### src/hdl/tpl_defs.svh
// constants of the position capture unit: object indexes, field positions, reset values
// assumes nothing beyond being included by its bare name
`ifndef TPL_DEFS_SVH
`define TPL_DEFS_SVH
// object indexes on the dictionary port
`define TPL_IDX_CONTROL      16'h60b8
`define TPL_IDX_STATUS       16'h60b9
`define TPL_IDX_ONE_RISE_POS 16'h60ba
`define TPL_IDX_ONE_FALL_POS 16'h60bb
`define TPL_IDX_TWO_RISE_POS 16'h60bc
`define TPL_IDX_TWO_FALL_POS 16'h60bd
`define TPL_IDX_ONE_RISE_CNT 16'h60d5
`define TPL_IDX_ONE_FALL_CNT 16'h60d6
`define TPL_IDX_TWO_RISE_CNT 16'h60d7
`define TPL_IDX_TWO_FALL_CNT 16'h60d8
`define TPL_IDX_INPUT_STATUS 16'h60fd
`define TPL_IDX_PIN_FUNC_ONE 16'h2152
// control byte fields, per channel, channel two is offset by eight
`define TPL_CTL_ENABLE       0
`define TPL_CTL_MODE         1
`define TPL_CTL_RISE         4
`define TPL_CTL_FALL         5
`define TPL_CH_STRIDE        8
// status word fields
`define TPL_ST_ACTIVE        0
`define TPL_ST_RISE_DONE     1
`define TPL_ST_FALL_DONE     2
// trigger flags in the input status word
`define TPL_IN_TRIG_ONE      26
// pin function codes
`define TPL_FUNC_CH_ONE      16'h0020
`define TPL_FUNC_CH_TWO      16'h0040
// reset values
`define TPL_RST_CONTROL      16'h0000
`define TPL_RST_FUNC_ONE     16'h0001
`define TPL_RST_FUNC_TWO     16'h0002
`endif

### src/hdl/tpl_pkg.sv
// types of the position capture unit
// assumes the constants header is compiled alongside
package tpl_pkg;
    typedef enum logic {
        TPL_SINGLE,
        TPL_CONTINUOUS
    } tpl_mode_t;
    typedef enum {
        TPL_IDLE,
        TPL_ARMED,
        TPL_SPENT
    } tpl_state_t;
endpackage

### src/hdl/tpl_touch_probe.sv
// two-channel position capture unit with dictionary object port
// assumes dictionary accesses are single-cycle strobes synchronous to clk_sys
//
// How it works
// - status bit 0 is high while channel one is switched on
// - status bit 1 shows channel one rising capture completed
// - status bit 2 shows channel one falling capture completed
// - channel two reports at status bits 8, 9 and 10
// - status bits 3-7 and 11-15 read as zero
// - channel one rising and falling positions latch into separate registers
// - channel two rising and falling positions latch into two more registers
// - four continuous-mode counters, one per channel and edge
// - enable rising edge samples mode and edge selects, then arms
// - single mode captures once; re-toggling enable re-arms
// - continuous mode captures every trigger, latch keeps the latest
// - mode bit 0 means single, 1 means continuous
// - input status bits 26 and 27 flag channel triggers
// - control bits 0/8 enable, 1/9 mode, 4/12 rise, 5/13 fall
// - both pins on one channel: coincident edges count once
`include "tpl_defs.svh"
module tpl_touch_probe #(
    parameter int POS_W = 32,
    parameter int CNT_W = 16
) (
    // clock and reset
    input  wire logic             clk_sys,
    input  wire logic             resetn,
    // probe pins
    input  wire logic             first_digital_input,
    input  wire logic             second_digital_input,
    // current position count
    input  wire logic [POS_W-1:0] position,
    // dictionary object port
    input  wire logic             obj_wr,
    input  wire logic             obj_rd,
    input  wire logic [15:0]      obj_index,
    input  wire logic [7:0]       obj_sub,
    input  wire logic [31:0]      obj_wdata,
    output logic [31:0]           obj_rdata,
    output logic                  obj_ack,
    output logic                  obj_err
);
    logic [15:0]      control_q;
    logic [15:0]      func_one_q;
    logic [15:0]      func_two_q;
    logic [1:0]       pin_rise;
    logic [1:0]       pin_fall;
    logic [1:0]       ch_rise;
    logic [1:0]       ch_fall;
    logic [1:0]       active;
    logic [1:0]       rise_done;
    logic [1:0]       fall_done;
    logic [1:0]       trig_flag;
    logic [POS_W-1:0] rise_pos [2];
    logic [POS_W-1:0] fall_pos [2];
    logic [CNT_W-1:0] rise_cnt [2];
    logic [CNT_W-1:0] fall_cnt [2];
    logic [15:0]      status_word;
    logic [31:0]      input_word;
    logic [31:0]      rd_d;
    logic             hit;

    ////////////////////////////////////////////////////////////////////////////
    // pin synchronisers
    tpl_edge_sync u_sync_one (
        .clk_sys (clk_sys),
        .resetn  (resetn),
        .pin_in  (first_digital_input),
        .rise    (pin_rise[0]),
        .fall    (pin_fall[0])
    );
    tpl_edge_sync u_sync_two (
        .clk_sys (clk_sys),
        .resetn  (resetn),
        .pin_in  (second_digital_input),
        .rise    (pin_rise[1]),
        .fall    (pin_fall[1])
    );

    ////////////////////////////////////////////////////////////////////////////
    // routing: an OR merges both pins, so coincident edges give one event
    always_comb begin
        ch_rise = 2'b00;
        ch_fall = 2'b00;
        if (func_one_q == `TPL_FUNC_CH_ONE) begin
            ch_rise[0] = ch_rise[0] | pin_rise[0];
            ch_fall[0] = ch_fall[0] | pin_fall[0];
        end
        if (func_one_q == `TPL_FUNC_CH_TWO) begin
            ch_rise[1] = ch_rise[1] | pin_rise[0];
            ch_fall[1] = ch_fall[1] | pin_fall[0];
        end
        if (func_two_q == `TPL_FUNC_CH_ONE) begin
            ch_rise[0] = ch_rise[0] | pin_rise[1];
            ch_fall[0] = ch_fall[0] | pin_fall[1];
        end
        if (func_two_q == `TPL_FUNC_CH_TWO) begin
            ch_rise[1] = ch_rise[1] | pin_rise[1];
            ch_fall[1] = ch_fall[1] | pin_fall[1];
        end
    end

    ////////////////////////////////////////////////////////////////////////////
    // channels
    for (genvar c = 0; c < 2; c++) begin : g_ch
        tpl_channel #(
            .POS_W (POS_W),
            .CNT_W (CNT_W)
        ) u_ch (
            .clk_sys   (clk_sys),
            .resetn    (resetn),
            .ctl       (control_q[c*`TPL_CH_STRIDE +: 8]),
            .rise      (ch_rise[c]),
            .fall      (ch_fall[c]),
            .position  (position),
            .active    (active[c]),
            .rise_done (rise_done[c]),
            .fall_done (fall_done[c]),
            .trig_flag (trig_flag[c]),
            .rise_pos  (rise_pos[c]),
            .fall_pos  (fall_pos[c]),
            .rise_cnt  (rise_cnt[c]),
            .fall_cnt  (fall_cnt[c])
        );
    end

    ////////////////////////////////////////////////////////////////////////////
    // writable objects; the master must re-toggle enable to apply mode and edge edits, pin function edits apply at once
    always_ff @(posedge clk_sys or negedge resetn) begin
        if (!resetn) begin
            control_q  <= `TPL_RST_CONTROL;
            func_one_q <= `TPL_RST_FUNC_ONE;
            func_two_q <= `TPL_RST_FUNC_TWO;
        end else if (obj_wr) begin
            if (obj_index == `TPL_IDX_CONTROL) begin
                control_q <= obj_wdata[15:0];
            end
            if (obj_index == `TPL_IDX_PIN_FUNC_ONE && obj_sub == 8'h01) begin
                func_one_q <= obj_wdata[15:0];
            end
            if (obj_index == `TPL_IDX_PIN_FUNC_ONE && obj_sub == 8'h02) begin
                func_two_q <= obj_wdata[15:0];
            end
        end
    end

    ////////////////////////////////////////////////////////////////////////////
    // read side
    always_comb begin
        status_word = 16'h0000;
        status_word[`TPL_ST_ACTIVE]    = active[0];
        status_word[`TPL_ST_RISE_DONE] = rise_done[0];
        status_word[`TPL_ST_FALL_DONE] = fall_done[0];
        status_word[`TPL_CH_STRIDE + `TPL_ST_ACTIVE]    = active[1];
        status_word[`TPL_CH_STRIDE + `TPL_ST_RISE_DONE] = rise_done[1];
        status_word[`TPL_CH_STRIDE + `TPL_ST_FALL_DONE] = fall_done[1];
        input_word = 32'h0000_0000;
        input_word[`TPL_IN_TRIG_ONE +: 2] = trig_flag;
        input_word[1:0] = {second_digital_input, first_digital_input};
    end

    always_comb begin
        rd_d = 32'h0000_0000;
        hit  = 1'b1;
        case (obj_index)
            `TPL_IDX_CONTROL:      rd_d = {16'h0000, control_q};
            `TPL_IDX_STATUS:       rd_d = {16'h0000, status_word};
            `TPL_IDX_ONE_RISE_POS: rd_d = 32'(rise_pos[0]);
            `TPL_IDX_ONE_FALL_POS: rd_d = 32'(fall_pos[0]);
            `TPL_IDX_TWO_RISE_POS: rd_d = 32'(rise_pos[1]);
            `TPL_IDX_TWO_FALL_POS: rd_d = 32'(fall_pos[1]);
            `TPL_IDX_ONE_RISE_CNT: rd_d = 32'(rise_cnt[0]);
            `TPL_IDX_ONE_FALL_CNT: rd_d = 32'(fall_cnt[0]);
            `TPL_IDX_TWO_RISE_CNT: rd_d = 32'(rise_cnt[1]);
            `TPL_IDX_TWO_FALL_CNT: rd_d = 32'(fall_cnt[1]);
            `TPL_IDX_INPUT_STATUS: rd_d = input_word;
            `TPL_IDX_PIN_FUNC_ONE: rd_d = {16'h0000, (obj_sub == 8'h02) ? func_two_q : func_one_q};
            default:               hit  = 1'b0;
        endcase
    end

    // read data registered; unknown indexes answer with an error pulse and zero
    always_ff @(posedge clk_sys or negedge resetn) begin
        if (!resetn) begin
            obj_ack <= 1'b0;
        end else begin
            obj_ack <= obj_rd | obj_wr;
        end
    end

    always_ff @(posedge clk_sys or negedge resetn) begin
        if (!resetn) begin
            obj_err <= 1'b0;
        end else begin
            obj_err <= (obj_rd | obj_wr) & ~hit;
        end
    end

    // zero outside a read keeps stale data off the port
    always_ff @(posedge clk_sys or negedge resetn) begin
        if (!resetn) begin
            obj_rdata <= 32'h0000_0000;
        end else begin
            obj_rdata <= (obj_rd & hit) ? rd_d : 32'h0000_0000;
        end
    end
endmodule

### src/hdl/tpl_edge_sync.sv
// two-stage synchroniser and edge detector for one probe pin
// assumes the pin is asynchronous to clk_sys
module tpl_edge_sync (
    // clock and reset
    input  wire logic clk_sys,
    input  wire logic resetn,
    // pin
    input  wire logic pin_in,
    // edges on the synchronised level
    output logic      rise,
    output logic      fall
);
    logic meta_q;
    logic sync_q;
    logic last_q;

    // first stage is read by the second stage only
    always_ff @(posedge clk_sys or negedge resetn) begin
        if (!resetn) begin
            meta_q <= 1'b0;
            sync_q <= 1'b0;
            last_q <= 1'b0;
        end else begin
            meta_q <= pin_in;
            sync_q <= meta_q;
            last_q <= sync_q;
        end
    end

    assign rise = sync_q & ~last_q;
    assign fall = ~sync_q & last_q;
endmodule

### src/hdl/tpl_channel.sv
// one capture channel: arming, single or continuous latch, counters
// assumes edges are one-cycle pulses on clk_sys
`include "tpl_defs.svh"
module tpl_channel #(
    parameter int POS_W = 32,
    parameter int CNT_W = 16
) (
    // clock and reset
    input  wire logic             clk_sys,
    input  wire logic             resetn,
    // configuration byte of this channel
    input  wire logic [7:0]       ctl,
    // events and position
    input  wire logic             rise,
    input  wire logic             fall,
    input  wire logic [POS_W-1:0] position,
    // results
    output logic                  active,
    output logic                  rise_done,
    output logic                  fall_done,
    output logic                  trig_flag,
    output logic [POS_W-1:0]      rise_pos,
    output logic [POS_W-1:0]      fall_pos,
    output logic [CNT_W-1:0]      rise_cnt,
    output logic [CNT_W-1:0]      fall_cnt
);
    tpl_pkg::tpl_state_t state_q;
    tpl_pkg::tpl_mode_t  mode_q;
    logic                en_last_q;
    logic                rise_en_q;
    logic                fall_en_q;
    logic                arm;
    logic                take_rise;
    logic                take_fall;

    assign arm       = ctl[`TPL_CTL_ENABLE] & ~en_last_q;
    // enable is looked at directly so the cycle after a disable write takes nothing
    assign take_rise = (state_q == tpl_pkg::TPL_ARMED) & ctl[`TPL_CTL_ENABLE] & rise_en_q & rise;
    assign take_fall = (state_q == tpl_pkg::TPL_ARMED) & ctl[`TPL_CTL_ENABLE] & fall_en_q & fall;

    ////////////////////////////////////////////////////////////////////////////
    // arming
    always_ff @(posedge clk_sys or negedge resetn) begin
        if (!resetn) begin
            en_last_q <= 1'b0;
            state_q   <= tpl_pkg::TPL_IDLE;
            mode_q    <= tpl_pkg::TPL_SINGLE;
            rise_en_q <= 1'b0;
            fall_en_q <= 1'b0;
        end else begin
            en_last_q <= ctl[`TPL_CTL_ENABLE];
            if (!ctl[`TPL_CTL_ENABLE]) begin
                state_q <= tpl_pkg::TPL_IDLE;
            end else if (arm) begin
                // settings are caught only here, later edits wait for a re-arm
                state_q   <= tpl_pkg::TPL_ARMED;
                mode_q    <= tpl_pkg::tpl_mode_t'(ctl[`TPL_CTL_MODE]);
                rise_en_q <= ctl[`TPL_CTL_RISE];
                fall_en_q <= ctl[`TPL_CTL_FALL];
            end else begin
                case (state_q)
                    tpl_pkg::TPL_ARMED: begin
                        if ((take_rise | take_fall) && mode_q == tpl_pkg::TPL_SINGLE) begin
                            state_q <= tpl_pkg::TPL_SPENT;
                        end
                    end
                    default: begin
                        state_q <= state_q;
                    end
                endcase
            end
        end
    end

    ////////////////////////////////////////////////////////////////////////////
    // completion flags, cleared on arming
    always_ff @(posedge clk_sys or negedge resetn) begin
        if (!resetn) begin
            rise_done <= 1'b0;
            fall_done <= 1'b0;
            trig_flag <= 1'b0;
        end else if (arm) begin
            rise_done <= 1'b0;
            fall_done <= 1'b0;
            trig_flag <= 1'b0;
        end else begin
            rise_done <= rise_done | take_rise;
            fall_done <= fall_done | take_fall;
            trig_flag <= trig_flag | take_rise | take_fall;
        end
    end

    ////////////////////////////////////////////////////////////////////////////
    // latches and counters
    always_ff @(posedge clk_sys or negedge resetn) begin
        if (!resetn) begin
            rise_pos <= '0;
            fall_pos <= '0;
        end else begin
            if (take_rise) begin
                rise_pos <= position;
            end
            if (take_fall) begin
                fall_pos <= position;
            end
        end
    end

    // counters run only in continuous mode; they wrap rather than saturate
    always_ff @(posedge clk_sys or negedge resetn) begin
        if (!resetn) begin
            rise_cnt <= '0;
            fall_cnt <= '0;
        end else if (mode_q == tpl_pkg::TPL_CONTINUOUS) begin
            if (take_rise) begin
                rise_cnt <= rise_cnt + 1'b1;
            end
            if (take_fall) begin
                fall_cnt <= fall_cnt + 1'b1;
            end
        end
    end

    assign active = (state_q != tpl_pkg::TPL_IDLE);
endmodule

### config.mk
export PLATFORM = sky130hd
export DESIGN_NAME = tpl_touch_probe
export DESIGN_NICKNAME = d
export VERILOG_FILES = /design/src/hdl/tpl_pkg.sv /design/src/hdl/tpl_touch_probe.sv /design/src/hdl/tpl_edge_sync.sv /design/src/hdl/tpl_channel.sv
export VERILOG_INCLUDE_DIRS = /design/src /design/src/hdl
export SDC_FILE = /design/constraint.sdc
export NUM_CORES = 1
export LEC_CHECK = 0
export BUFFER_PORTS_ARGS = -buffer_cell sky130_fd_sc_hd__buf_4
export CORE_MARGIN = 2
export CORE_UTILIZATION = 60
export DETAILED_ROUTE_END_ITERATION = 6
export PLACE_DENSITY = 0.81
export SLEW_MARGIN = 20
export SYNTH_ARGS = -nofsm -noshare
export SYNTH_HDL_FRONTEND = slang
export SYNTH_SLANG_ARGS = --single-unit
### constraint.sdc
create_clock -name clk_sys -period 4.6 [get_ports clk_sys]
set_input_delay 0.23 -clock clk_sys [delete_from_list [all_inputs] [get_ports clk_sys]]
set_output_delay 0.23 -clock clk_sys [all_outputs]
set_load 0.1 [all_outputs]
; Word level (Yosys, flattened, before mapping)
; Cells that the tools add are included.
; Widths: inputs -> output; s select.
[word_totals]
regBits = 358
latch_bits = 0
mem_bits_rw = 0
romBits = 0
input_bits = 94
output_inout_bits = 34
word_cells = 152
n_memories = 0
[classes]
addsub = 4
mul = 0
n_div = 0
order_cmp = 0
n_eq_ne = 26
shift = 0
muxes = 26
bitwise_logic = 42
reduce_logical = 18
[ops]
columns = operator, n
row1 = $pmux 32 s12, 1
row2 = $mux 32, 9
row3 = $eq 16x15->1 const B, 11
row4 = $add 16x1->16 const B, 4
row5 = $eq 32x1->1 const B, 2
row6 = $eq 32x2->1 const B, 2
row7 = $reduce_bool 32->1, 2
row8 = $eq 16x6->1 const B, 2
row9 = $eq 16x7->1 const B, 2
row10 = $reduce_and 2->1, 11
row11 = $and 1x1->1, 18
row12 = $eq 16x14->1 const B, 1
row13 = $mux 16, 1
row14 = $mux 1, 15
row15 = $or 1x1->1, 15
row16 = $ne 3x1->1 const B, 4
row17 = $reduce_or 12->1, 1
row18 = $not 1->1, 9
row19 = $eq 8x1->1 const B, 1
row20 = $eq 8x2->1 const B, 1
row21 = $logic_and 1x1->1, 4

; Longest topological paths before layout
; Gate-level depths: netlist of run 1.
[logic_depth]
ltp_word = 12
depth_mapped = 8
depth_no_buf = 6

; By module
; From an unflattened synthesis of run 1, not the netlist that was laid out.
[unflattened]
hier_cells = 1026
hier_area_um2 = 13341.5
[by_module_without_submodules]
columns = mod, n_inst, cells_per_inst, area_each_um2, seq_area_each_um2
row1 = tpl_channel, 2, 288, 4177.8, 2627.5
row2 = tpl_touch_probe, 1, 440, 4805.9, 2054.5
row3 = tpl_edge_sync, 2, 5, 90.1, 75.1

; Least setup slack after synthesis of run 1
; No wires, ideal clock.
[synth_path]
path_kind = in2reg
startpoint = input port obj_index[9]
endpoint = register control_q[10]
setup_ns = 0.125
arrival_time_ns = 2.380
required_time_ns = 4.475
setup_slack_ns = 2.095
cell_stages = 7
n_path_buf = 2
path_cell_list = or4_4 -> or3b_4 -> nor4_1 -> and3_1 -> buf_4 -> buf_6 -> mux2_2
[synth_between]
elab_chain_cells = 2
[synth_lines]
columns = element, line
row1 = start: declaration, tpl_touch_probe.sv:36  ; input wire logic [15:0] obj_index,
row2 = $eq 16x15->1, -
row3 = $reduce_and 2->1 (no line), -
row4 = end signal: assignment, tpl_touch_probe.sv:131  ; control_q <= `TPL_RST_CONTROL;
row5 = end signal: assignment, tpl_touch_probe.sv:136  ; control_q <= obj_wdata[15:0];
row6 = end: declaration, tpl_touch_probe.sv:43  ; logic [15:0] control_q;
; Every way passes these cells.
; A chain may end at the register's enable or synchronous reset.

; Worst setup path after layout of run 1
[layout_path]
startpoint = register func_two_q[14]
endpoint = register g_ch[1].u_ch.fall_cnt[1]
[layout_between]
elab_chain_cells = 4
[layout_lines]
columns = element, line
row1 = start: declaration, tpl_touch_probe.sv:45  ; logic [15:0] func_two_q;
row2 = start signal: assignment, tpl_touch_probe.sv:133  ; func_two_q <= `TPL_RST_FUNC_TWO;
row3 = start signal: assignment, tpl_touch_probe.sv:142  ; func_two_q <= obj_wdata[15:0];
row4 = $eq 16x7->1 (no line), -
row5 = $mux 1, tpl_touch_probe.sv:97  ; if (func_two_q == `TPL_FUNC_CH_TWO) begin
row6 = $and 1x1->1, tpl_channel.sv:39  ; assign take_fall = (state_q == tpl_pkg::TPL_ARMED) & ctl[`TPL_CTL_ENABLE] & fall_en_q & fall;
row7 = $reduce_and 2->1 (no line), -
row8 = end signal: assignment, tpl_channel.sv:119  ; fall_cnt <= fall_cnt + 1'b1;
row9 = end: declaration, tpl_channel.sv:25  ; output logic [CNT_W-1:0] fall_cnt
; Every way passes these cells.

==> metrics.md, run 1 <==
| Metric | Value |
|---|---|
| Final setup violation count | 0 |
| Summed area of non-filler cells in the final layout | 0.01609 sq mm |
| Number of search-and-repair iterations in the first detailed-routing pass | 7 |
| Hold violation count in the final report | 0 |
| Synth top cells by count | sky130_fd_sc_hd__nand2_1 (443), sky130_fd_sc_hd__dfrtp_1 (296), sky130_fd_sc_hd__mux2_2 (56), sky130_fd_sc_hd__clkbuf_1 (40), sky130_fd_sc_hd__nor2_1 (40) |
| Number of cell instances on the worst register-to-register path | 6 |
| Area fraction in compound gates after synthesis | 7.999% |
| Switching Power | 1.189 mW |
| Die Outline Area | 0.02358 sq mm |
| Grt ovf | 0 |
| Die Y-Extent | between 150 and 200 um |
| Run status | complete, but fails checks |
| Die width | 153.6 um |
| Critical hold path startpoint | obj_rd |
| Most frequently used cell type in the post-synthesis netlist | sky130_fd_sc_hd__nand2_1 |
| Clk Latency, worst-skew pair | 0.56 ns |
| Most instantiated flip-flop cell in the synthesis netlist | sky130_fd_sc_hd__dfrtp_1 |
| Cell area after synthesis | around 0.013 sq mm |
| Reg-to-Reg End | g_ch[1].u_ch.fall_cnt[1]$_DFFE_PN0P_ |
| Global Route Usage Sum | 33.81% |
| Failing checks | DRC |
| Syn_area_per_cell | 10.11 sq um |
| Post-layout minimum cycle time | 3.036 ns |
| Post-route total power | 5.389 mW |
| TritonCTS clock tree | done |
| Share of total power in the clock network | between 40% and 50% |
| DR WL/cell | ~22 um |
| Clock slew at reported path FFs | 0.06 ns |
| FFs w/ async S/R, synth | 100.0% |
| Area of the multi-input gates | 0.005650 sq mm |
| Number of standard-cell rows in the floorplan | 54 |
| Share of the synthesized area in the top cell type | 55.19% |
| Main area contributors after synthesis | sky130_fd_sc_hd__dfrtp_1 (55%), sky130_fd_sc_hd__nand2_1 (12%), sky130_fd_sc_hd__mux2_2 (4.7%), sky130_fd_sc_hd__xor2_1 (2.2%), sky130_fd_sc_hd__a222oi_1 (2.2%) |
| Final Cycle Share | ~66% |
| Number of synthesized flops with an enable pin | 0 |
| Crit Path Max Fanout | 15 |
| RD Place Congestion | around 0.94 |
| Non-filler instance count after layout | 1781 |
| Post-Synthesis Net Count | between 1000 and 1500 |
| H-tree Lvls | 1 |
| Multiplexer share of the synthesized area | 7.402% |
| Flop-to-flop setup slack | 1.56 ns |
| Synth-to-layout area growth | 19.90% |
| Lkg Pwr | about 7.6 nW |
| Number of clock sinks | 298 |
| Detailed-route vias per instance | 6.382 |
| Logic gate share of total power | between 4 and 5% |
| Fraction of power spent switching nets | 22.06% |
| Count of yosys warnings during synthesis | 0 |
| FF+latch count, synth | 298 |
| Remaining number of nets flagged by the antenna check after routing | 0 |
| PD cells | 334.9 mW/mm^2 |
| Vias in the first global route | 11427 |
| Initial drt markers | 1397 |
| Seq/Total Area, Yosys | 55.58% |
| Synth Area in XOR/XNOR | 3.915% |
| Antenna diode count | 0 |
| RR Startpoint | func_two_q[14]$_DFFE_PN0P_ |
| Adder and majority gate portion of the synthesized area | 0.3729% |
| Placed insts | between 1500 and 2000 |
| Total via count in the routed design | 11367 |
| Maximum count of clock buffers along a single path | 3 |
| Final number of max-transition violations | 0 |
| Critical path startpoint category | register |
| Layout net count | approximately 1600 |
| Clock skew after layout | 0.01058 ns |
| Leading area contributor after synthesis | sky130_fd_sc_hd__dfrtp_1 |
| Achievable Freq | ~330 MHz |
| Fraction of layout cells with a size suffix above 1 | between 15 and 20% |
| Post-Route WL | 39530 um |
| Internal power consumption | 4.201 mW |
| Antenna violations before repair | 0 |
| Hold Path Cell Cnt | 3 |
| Worst Max-Slew Pin Slew | 1.103 ns |
| HPWL after DPL | 24960 um |
| I/O Buffers | roughly 110 |
| Unrepaired setup endpoints after global routing | no |
| Placeable core region | approximately 0.022 sq mm |
| Share of synthesized cell area in and, or, nand and nor gates | 22.01% |
| TritonCTS buffer count | 30 |
| Starting density of the core | 61.31% |
| Type of the most critical hold path | in -> reg |
| Relative slew slack | 25.91% |
| Category of the most critical setup path | reg -> reg |
| Root cell of the clock tree | sky130_fd_sc_hd__clkbuf_16 |
| DP Area | 0.01452 sq mm |
| Main combinational cell family by area after synthesis | simple AND/OR/NAND/NOR gates |
| Worst-case hold path end point | obj_err$_DFF_PN0_ |
| Unique masters post-synth | 68 |
| Sequential cell area | roughly 0.0075 sq mm |
| # fillers | 1457 |
| Critical path arrival | between 3 and 4 ns |
| Post-route setup TNS | 0 ns |
| Proportion of power drawn by flip-flops and latches | roughly 50% |
| Number of gates resized after cts | 0 |
| Cell count after synthesis | 1328 |
| Maximum number of pins on one net before global-route repair | 115 |
| Number of max-capacitance violations reported | 0 |
| Maximum VDD drop | 0.2730 mV |
| Number of design rule violations left after detail routing | 25 |
| Critical path data required time | approximately 5.0 ns |
| IO Count | 128 |
| Crit path capture type | register |
| Global-route wire length before repair | 62480 um |
==> power by group through the flow <==
stage / Clock, mW / Sequential, mW / Combinational, mW
after CTS: 2.54 / 2.63 / 0.224
after floorplan: 0 / 2.68 / 0.0373
after global placement: 0 / 2.67 / 0.184
after detailed placement: 0 / 2.67 / 0.187
after global routing: 2.64 / 2.62 / 0.246
final: 2.54 / 2.63 / 0.226
==> placed cells by master (no fill, tap or decap), types with 6 or more instances in the layout <==
cell | Yosys | layout
sky130_fd_sc_hd__nand2_1 | 443 | 443
sky130_fd_sc_hd__dfrtp_1 | 296 | 296
sky130_fd_sc_hd__buf_4 | 3 | 130
sky130_fd_sc_hd__mux2_2 | 56 | 56
sky130_fd_sc_hd__dlygate4sd3_1 | 0 | 53
sky130_fd_sc_hd__nor2_1 | 40 | 40
sky130_fd_sc_hd__xor2_1 | 34 | 34
sky130_fd_sc_hd__nand3_1 | 31 | 31
sky130_fd_sc_hd__clkbuf_16 | 0 | 31
sky130_fd_sc_hd__a222oi_1 | 29 | 29
sky130_fd_sc_hd__a21oi_1 | 27 | 27
sky130_fd_sc_hd__xnor2_1 | 26 | 26
sky130_fd_sc_hd__nor4_1 | 26 | 25
sky130_fd_sc_hd__mux2i_1 | 25 | 25
sky130_fd_sc_hd__nor3_1 | 21 | 21
sky130_fd_sc_hd__nand4_1 | 17 | 17
sky130_fd_sc_hd__a221oi_1 | 16 | 16
sky130_fd_sc_hd__a31oi_1 | 16 | 16
sky130_fd_sc_hd__and3_1 | 14 | 14
sky130_fd_sc_hd__inv_1 | 13 | 13
sky130_fd_sc_hd__nand2b_1 | 12 | 12
sky130_fd_sc_hd__o21ai_0 | 15 | 12
sky130_fd_sc_hd__nor3b_1 | 10 | 10
sky130_fd_sc_hd__nor2b_1 | 9 | 9
sky130_fd_sc_hd__clkbuf_8 | 0 | 9
sky130_fd_sc_hd__clkinv_2 | 0 | 7
sky130_fd_sc_hd__a22oi_1 | 6 | 6
sky130_fd_sc_hd__mux2_1 | 6 | 6
==> state kept, by name, summed over array words and instances, names as in the netlist, 16 cells and up <==
signal / flops
g_ch.u_ch.rise_cnt: 32
func_one_q: 16
obj_rdata: 32
g_ch.u_ch.rise_pos: 64
g_ch.u_ch.fall_pos: 64
g_ch.u_ch.fall_cnt: 32
control_q: 16
func_two_q: 16
==> metrics by stage <==
| step | worst slack (ns) | util [%] | hold slack, ns |
|---|---|---|---|
| 5_1_grt | 1.499 | 73.51 | 0.07894 |
| 3_5_place_dp | 1.309 | 66.33 | 0.3347 |
| 4_1_cts | 1.627 | 73.51 | 0.01629 |
| 2_1_floorplan | 2.095 | - | -0.06559 |
| 3_3_place_gp | 1.422 | 66.33 | 0.3321 |
| 6_report | 1.564 | 73.51 | 0.03528 |
==> how the worst max path moves through the flow <==
stage | cells past startpoint | from | end
5_1_grt | 7 | func_two_q[14]$_DFFE_PN0P_ | g_ch[1].u_ch.fall_pos[9]$_DFFE_PN0P_
6_report | 6 | func_two_q[14]$_DFFE_PN0P_ | g_ch[1].u_ch.fall_cnt[1]$_DFFE_PN0P_
3_5_place_dp | 6 | obj_index[9] | obj_rdata[7]$_DFF_PN0_
2_1_floorplan | 7 | obj_index[9] | control_q[10]$_DFFE_PN0P_
3_3_place_gp | 6 | obj_index[9] | obj_rdata[7]$_DFF_PN0_
4_1_cts | 7 | func_one_q[3]$_DFFE_PN0P_ | g_ch[1].u_ch.fall_cnt[13]$_DFFE_PN0P_
==> critical path: stages, from the launching register on <==
cell                      delay (ns)
sky130_fd_sc_hd__dfrtp_1        0.41
sky130_fd_sc_hd__nor4_1         0.42
sky130_fd_sc_hd__nand4_1        0.40
sky130_fd_sc_hd__nor2_1         0.33
sky130_fd_sc_hd__a32o_1         0.82
sky130_fd_sc_hd__nand2_1        0.23
sky130_fd_sc_hd__mux2_2         0.32
==> layer usage <==
metal	share of wire (%)	vias to the layer above	track usage, %
met5	0	-	0
met4	3.7	0	13.72
met3	11	114	7.807
met2	47	727	52.97
met1	38	5627	46.25
li1	-	4899	-
==> cell families after synthesis <==
| family | after synthesis |
|---|---|
| simple gates | 655 |
| flops | 298 |
| compound gates | 142 |
| mux | 89 |
| buf+inv | 80 |
| xor+xnor | 60 |
| fa+ha+maj | 4 |
==> final cells by class <==
type	count	share of cell area, %
Clock buffer	40	5.590
Clock inverter	15	0.8863
Inverter	13	0.3032
Multi-Input combinational cell	950	35.11
Sequential cell	298	46.35
Tap cell	280	2.177
Timing Repair Buffer	185	9.579
==> what timing repair did <==
action                                 4_1_cts  5_1_grt
endpoints found under the hold margin      288        0
buffers inserted                             0        0
hold buffers                                53        0
No activity file was read; power rests on OpenSTA's default activity.
==> run 2, diff against run 1 <==
Settings changed: CORE_UTILIZATION 60 to 59, PLACE_DENSITY 0.81 to 0.79.
Clock period 4.6 ns to 3.05 ns, I/O delays scaled along.
==> run 2 against run 1 <==
The flow now finishes without violations. Critical path depth rose by 1. Power rose by 48%. First-iteration DRC count rose by 2.5%. Sequential power rose by 51%. Via count fell by 1.8%. Worst setup slack got worse by 1.4 ns. Sequential share of layout area fell by 0.41 points. Wire length fell by 0.55%. Core utilization fell by 1.4 points. Cell area rose by 0.89%. Largest power group unchanged. Highest routed layer unchanged.
==> metrics.md, run 2 (synthesized netlist as in run 1, its figures left out) <==
| Metric | Value |
|---|---|
| Run status | completed |
| Flop-to-flop setup slack | roughly 0.18 ns |
| Tightest hold margin | 0.1264 ns |
| Lkg Pwr | 7.641 nW |
| Buffering stage count on the worst path with inverters included | 1 |
| Achievable Freq | 348.4 MHz |
| Final WS setup | 0.1800 ns |
| # fillers | 1541 |
| Total via count in the routed design | 11161 |
| Layout net count | 1598 |
| Maximum VDD drop | 0.4189 mV |
| RD Place Congestion | 0.9601 |
| Area of the multi-input gates | around 0.0057 sq mm |
| TritonCTS buffer count | 31 |
| DR WL/cell | 21.76 um |
| Critical path startpoint category | register |
| Hold-fix buffers at CTS | 53 |
| Family with the most delay on the worst path | simple AND/OR/NAND/NOR gates |
| Crit path capture type | register |
| Clock skew after layout | 0.008760 ns |
| Remaining number of nets flagged by the antenna check after routing | 0 |
| Number of max-capacitance violations reported | 0 |
| I/O Buffers | 111 |
| Global-route wire length before repair | about 63000 um |
| Die Outline Area | 0.02397 sq mm |
| Maximum count of clock buffers along a single path | 3 |
| Post-route setup TNS | 0 ns |
| PD cells | 491.1 mW/mm^2 |
| Slowest-stage cell, CP | sky130_fd_sc_hd__nor4_1 |
| Die width | roughly 150 um |
| Hold violation count in the final report | 0 |
| RR Startpoint | func_one_q[15]$_DFFE_PN0P_ |
| Final Cycle Share | 94.10% |
| Number of clock sinks | slightly below 300 |
| Number of design rule violations left after detail routing | 0 |
| Placeable core region | 0.02250 sq mm |
| Count of buffers added by post-CTS timing repair for setup | 0 |
| Crit Path Max Fanout | 13 |
| Number of search-and-repair iterations in the first detailed-routing pass | 6 |
| Clk Latency, worst-skew pair | 0.56 ns |
| Category of the most critical setup path | reg -> reg |
| Post-route total power | 7.974 mW |
| Detailed-route vias per instance | between 6 and 7 |
| H-tree Lvls | 1 |
| Maximum number of pins on one net before global-route repair | 95 |
| Number of standard-cell rows in the floorplan | 55 |
| Die Y-Extent | 154.8 um |
| Most common library cell in the layout ignoring fill and taps | sky130_fd_sc_hd__nand2_1 |
| Unrepaired setup endpoints after global routing | no |
| Starting density of the core | about three fifths |
| Worst Max-Slew Pin Slew | 0.9769 ns |
| Peak per-stage delay on the critical path | 0.43 ns |
| Cell Chain, Critical Path | nor4_1 > nand4_1 > nor2_1 > a32oi_2 > buf_4 > nor3_1 > xor2_1 |
| Worst setup path endpoint | g_ch[0].u_ch.fall_cnt[10]$_DFFE_PN0P_ |
| Antenna diode count | 0 |
| Critical path arrival | 3.34 ns |
| TritonCTS clock tree | done |
| Most used cells in the layout excluding fill and tap cells | sky130_fd_sc_hd__nand2_1 (443), sky130_fd_sc_hd__dfrtp_1 (296), sky130_fd_sc_hd__buf_4 (147), sky130_fd_sc_hd__mux2_2 (56), sky130_fd_sc_hd__dlygate4sd3_1 (53) |
| CP startpoint | func_one_q[15]$_DFFE_PN0P_ |
| Number of cell instances on the worst register-to-register path | 7 |
| Vias in the first global route | 11275 |
| Post-Route WL | 39310 um |
| Global Route Usage Sum | 33.74% |
| Fraction of layout cells with a size suffix above 1 | 18.33% |
| Grt ovf | 0 |
| Relative slew slack | 34.87% |
| Antenna violations before repair | 0 |
| Largest registers | g_ch.u_ch.fall_pos: 64 flops, g_ch.u_ch.rise_pos: 64 flops |
| Final number of max-transition violations | 0 |
| Sequential cell area | 0.007460 sq mm |
| Number of gates resized after cts | 0 |
| Root cell of the clock tree | sky130_fd_sc_hd__clkbuf_16 |
| WP depth | 7 |
| Final setup violation count | 0 |
| Worst slack after detailed placement | about 0.27 ns |
| Synth-to-layout area growth | 20.97% |
| Post-layout minimum cycle time | 2.870 ns |
| Initial drt markers | 1432 |
| IO Count | around 130 |
| Reg-to-Reg End | g_ch[0].u_ch.fall_cnt[10]$_DFFE_PN0P_ |
| Type of the most critical hold path | in -> reg |
| Clock slew at reported path FFs | 0.06 ns |
| HPWL after DPL | around 26000 um |
| Critical path data required time | 3.52 ns |
[run 2: cell types whose count changed in the layout (fill, tap and decap cells not counted)]
cell / change
sky130_fd_sc_hd__buf_12: +4
sky130_fd_sc_hd__buf_4: +17
sky130_fd_sc_hd__clkbuf_1: +10
sky130_fd_sc_hd__clkbuf_8: -5
sky130_fd_sc_hd__clkinv_4: -1
sky130_fd_sc_hd__clkinvlp_4: -3
sky130_fd_sc_hd__inv_6: -1
[run 2: worst min-delay path by stage]
| stage | startpoint | to | slack [ns] | depth (start not counted) |
|---|---|---|---|---|
| 2_1_floorplan | resetn | control_q[0]$_DFFE_PN0P_ | -0.14 | 0 |
| 3_3_place_gp | resetn | u_sync_one.sync_q$_DFF_PN0_ | 0.24 | 1 |
| 3_5_place_dp | resetn | obj_err$_DFF_PN0_ | 0.25 | 1 |
| 4_1_cts | obj_index[4] | obj_err$_DFF_PN0_ | 0.12 | 4 |
| 5_1_grt | obj_index[7] | obj_err$_DFF_PN0_ | 0.14 | 4 |
| 6_report | obj_index[4] | obj_err$_DFF_PN0_ | 0.13 | 4 |
[run 2: stage by stage]
stage          area [sq um]  utilization, %  std cells
2_1_floorplan         13420               -       1328
3_3_place_gp          14730           65.48       1699
3_5_place_dp          14730           65.48       1699
4_1_cts               16240           72.15       1807
5_1_grt               16240           72.15       1807
6_report              16240           72.15       1807
[run 2: cell type report]
type / count / area share (%)
flip-flops and latches: 298 / 45.95
multi-input cells: 950 / 34.80
clock buffers: 45 / 5.348
repair buffers: 206 / 10.77
clock inverters: 10 / 0.6319
inverters: 13 / 0.3006
well taps: 285 / 2.196
[run 2: where the power goes]
group	switching, mW	internal [mW]
clock network	1.53	2.13
logic	0.207	0.146
registers	0.00306	3.96
total	1.74	6.23
[run 2: routing by layer]
metal	GRT usage [%]	part of all wire, %
met3	7.733	11
met5	0	0
met4	13.01	3.8
met2	53.57	47
met1	45.72	38
[run 2: worst reg2reg max path, delay by kind of cell (launching register included)]
family                 cells  cell delay [ns]
buffers and inverters      1             0.37
AO/OA/AOI/OAI              1             0.43
XOR/XNOR                   1             0.21
AND/OR/NAND/NOR            4             1.37
flip-flops                 1             0.40
==> run 3, diff against run 2 <==
Settings changed: CORE_ASPECT_RATIO from default to 1.5.
==> run 3 against run 2 <==
Worst hold slack improved by 0.038 ns. Clock-buffer cell count fell by 4. Register-to-register slack barely moved. Global-route usage fell by 0.63 points. Sequential cell count did not move. Clock power rose by 2%. Cell area fell by 0.25%. Critical path type unchanged. Non-clock buffer count fell by 3. Combinational power fell by 1%. First-iteration DRC count fell by 21%.
==> metrics.md, run 3 (synthesized netlist as in run 1, its figures left out) <==
| Metric | Value |
|---|---|
| Unrepaired setup endpoints after global routing | no |
| Met2 demand-to-capacity share in global routing | 56.97% |
| Grt ovf | 0 |
| Slowest-stage cell, CP | sky130_fd_sc_hd__nor4b_1 |
| Maximum count of clock buffers along a single path | 3 |
| Worst slack after detailed placement | 0.2331 ns |
| Most used cells in the layout excluding fill and tap cells | sky130_fd_sc_hd__nand2_1 (443), sky130_fd_sc_hd__dfrtp_1 (296), sky130_fd_sc_hd__buf_4 (146), sky130_fd_sc_hd__mux2_2 (56), sky130_fd_sc_hd__dlygate4sd3_1 (53) |
| H-tree Lvls | 1 |
| Tightest hold margin | 0.1639 ns |
| RR Startpoint | func_one_q[14]$_DFFE_PN0P_ |
| Crit Path Max Fanout | 14 |
| Post-Route WL | 38910 um |
| Category of the most critical setup path | reg -> reg |
| Run status | completed |
| Placeable core region | between 0.02 and 0.025 sq mm |
| Hold violation count in the final report | 0 |
| Final Cycle Share | 93.82% |
| Starting density of the core | 59.96% |
| Worst Max-Slew Pin Slew | a little over 0.9 ns |
| Number of search-and-repair iterations in the first detailed-routing pass | 6 |
| Antenna violations before repair | 0 |
| Peak per-stage delay on the critical path | approximately 0.52 ns |
| Largest registers | g_ch.u_ch.fall_pos: 64 flops, g_ch.u_ch.rise_pos: 64 flops |
| Final WS setup | 0.1886 ns |
| Relative slew slack | 38.90% |
| Flop-to-flop setup slack | around 0.19 ns |
| Detailed-route vias per instance | 6.209 |
| DR WL/cell | around 22 um |
| Antenna diode count | 0 |
| Most common library cell in the layout ignoring fill and taps | sky130_fd_sc_hd__nand2_1 |
| Achievable Freq | 349.5 MHz |
| # fillers | 1525 |
| GR peak layer | met2 |
| PD cells | between 400 and 500 mW/mm^2 |
| Met1 demand-to-capacity share in global routing | between 40% and 50% |
| IO Count | roughly 130 |
| Post-route setup TNS | 0 ns |
| Critical path arrival | 3.29 ns |
| Die width | 127.2 um |
| Global-route wire length before repair | ~62000 um |
| Die Y-Extent | 188.7 um |
| Root cell of the clock tree | sky130_fd_sc_hd__clkbuf_16 |
| Cell repeated most along the worst path | sky130_fd_sc_hd__nor4_1 |
| Clock skew after layout | 0.02784 ns |
| Type of the most critical hold path | in -> reg |
| Fraction of layout cells with a size suffix above 1 | 18.22% |
| Final core utilization | between 70% and 80% |
| Critical hold path startpoint | obj_index[3] |
| Worst-case hold path end point | obj_rdata[0]$_DFF_PN0_ |
| TritonCTS clock tree | done |
| Cell Chain, Critical Path | nor4_1 > nand4_1 > nor4b_1 > o21ai_2 > nor4_1 > xor2_1 |
| I/O Buffers | 111 |
| Clock slew at reported path FFs | 0.07 ns |
| Final number of max-transition violations | 0 |
| Die Outline Area | 0.02400 sq mm |
| Number of standard-cell rows in the floorplan | 67 |
| Total via count in the routed design | 11121 |
| Grt met3 use | 4.798% |
| Lkg Pwr | ~7.6 nW |
| Maximum VDD drop | 0.5242 mV |
| TritonCTS buffer count | 28 |
| Hold Path Cell Cnt | 4 |
| Clk Latency, worst-skew pair | between 0.5 and 0.6 ns |
| Number of cell instances on the worst register-to-register path | 6 |
| Critical path data required time | about 3.5 ns |
| Remaining number of nets flagged by the antenna check after routing | 0 |
| Post-route total power | 8.029 mW |
| Non-filler instance count after layout | approximately 1800 |
| Global Route Usage Sum | 33.10% |
| Number of clock sinks | ~300 |
| Crit path capture type | register |
| Reg-to-Reg End | g_ch[1].u_ch.fall_cnt[15]$_DFFE_PN0P_ |
| Layout net count | 1592 |
| Summed area of non-filler cells in the final layout | 0.01620 sq mm |
| DP Area | 0.01467 sq mm |
| HPWL after DPL | 26820 um |
| Initial drt markers | 1134 |
| Critical path startpoint category | register |
| RD Place Congestion | ~0.96 |
| Number of design rule violations left after detail routing | 0 |
| Final setup violation count | 0 |
| Placed insts | 1687 |
| Number of max-capacitance violations reported | 0 |
| Vias in the first global route | 11490 |
| Maximum number of pins on one net before global-route repair | 100 |
| Synth-to-layout area growth | 20.67% |
| Post-layout minimum cycle time | 2.861 ns |
## run 3: cell type report
type                       instances  area (sq um)  area share [%]
inverter                          13         48.80          0.3013
clock buffer                      41         829.5           5.122
multi-input combinational        950          5649           34.88
timing repair buffer             203          1702           10.51
sequential                       298          7460           46.06
clock inverter                    10         161.4          0.9966
tap                              276         345.3           2.132
## run 3: metal layers
metal  part of all wire [%]  vias to the layer above
li1                       -                     4935
met1                     36                     5410
met2                     50                      621
met3                    8.0                      155
met4                    5.9                        0
met5                      0                        -
## run 3: where the power goes
part	switching [mW]	internal (mW)	leakage [nW]	total (mW)
Clock	1.50	2.22	0.491	3.72
Combinational	0.202	0.145	3.67	0.348
Sequential	0.00316	3.96	3.47	3.96
## run 3: worst max-delay path by stage
stage | startpoint | end | slack [ns]
floorplan | obj_index[9] | control_q[10]$_DFFE_PN0P_ | 0.62
global placement | obj_index[9] | obj_rdata[1]$_DFF_PN0_ | 0.28
detailed placement | obj_index[9] | obj_rdata[1]$_DFF_PN0_ | 0.23
CTS | func_one_q[3]$_DFFE_PN0P_ | g_ch[1].u_ch.fall_cnt[7]$_DFFE_PN0P_ | 0.24
global route | func_one_q[14]$_DFFE_PN0P_ | g_ch[1].u_ch.fall_cnt[15]$_DFFE_PN0P_ | 0.02
finish | func_one_q[14]$_DFFE_PN0P_ | g_ch[1].u_ch.fall_cnt[15]$_DFFE_PN0P_ | 0.19
## run 3: timing repair
action	CTS	global route
endpoints found under the hold margin	273	0
gates resized for setup	0	0
setup buffers	0	0
hold buffers	53	0
## run 3: worst max-delay path: cells and delay by family, from the launching register on
family | cells | cell delay, ns
flops | 1 | 0.41
simple gates | 4 | 1.84
compound gates | 1 | 0.33
xor+xnor | 1 | 0.12
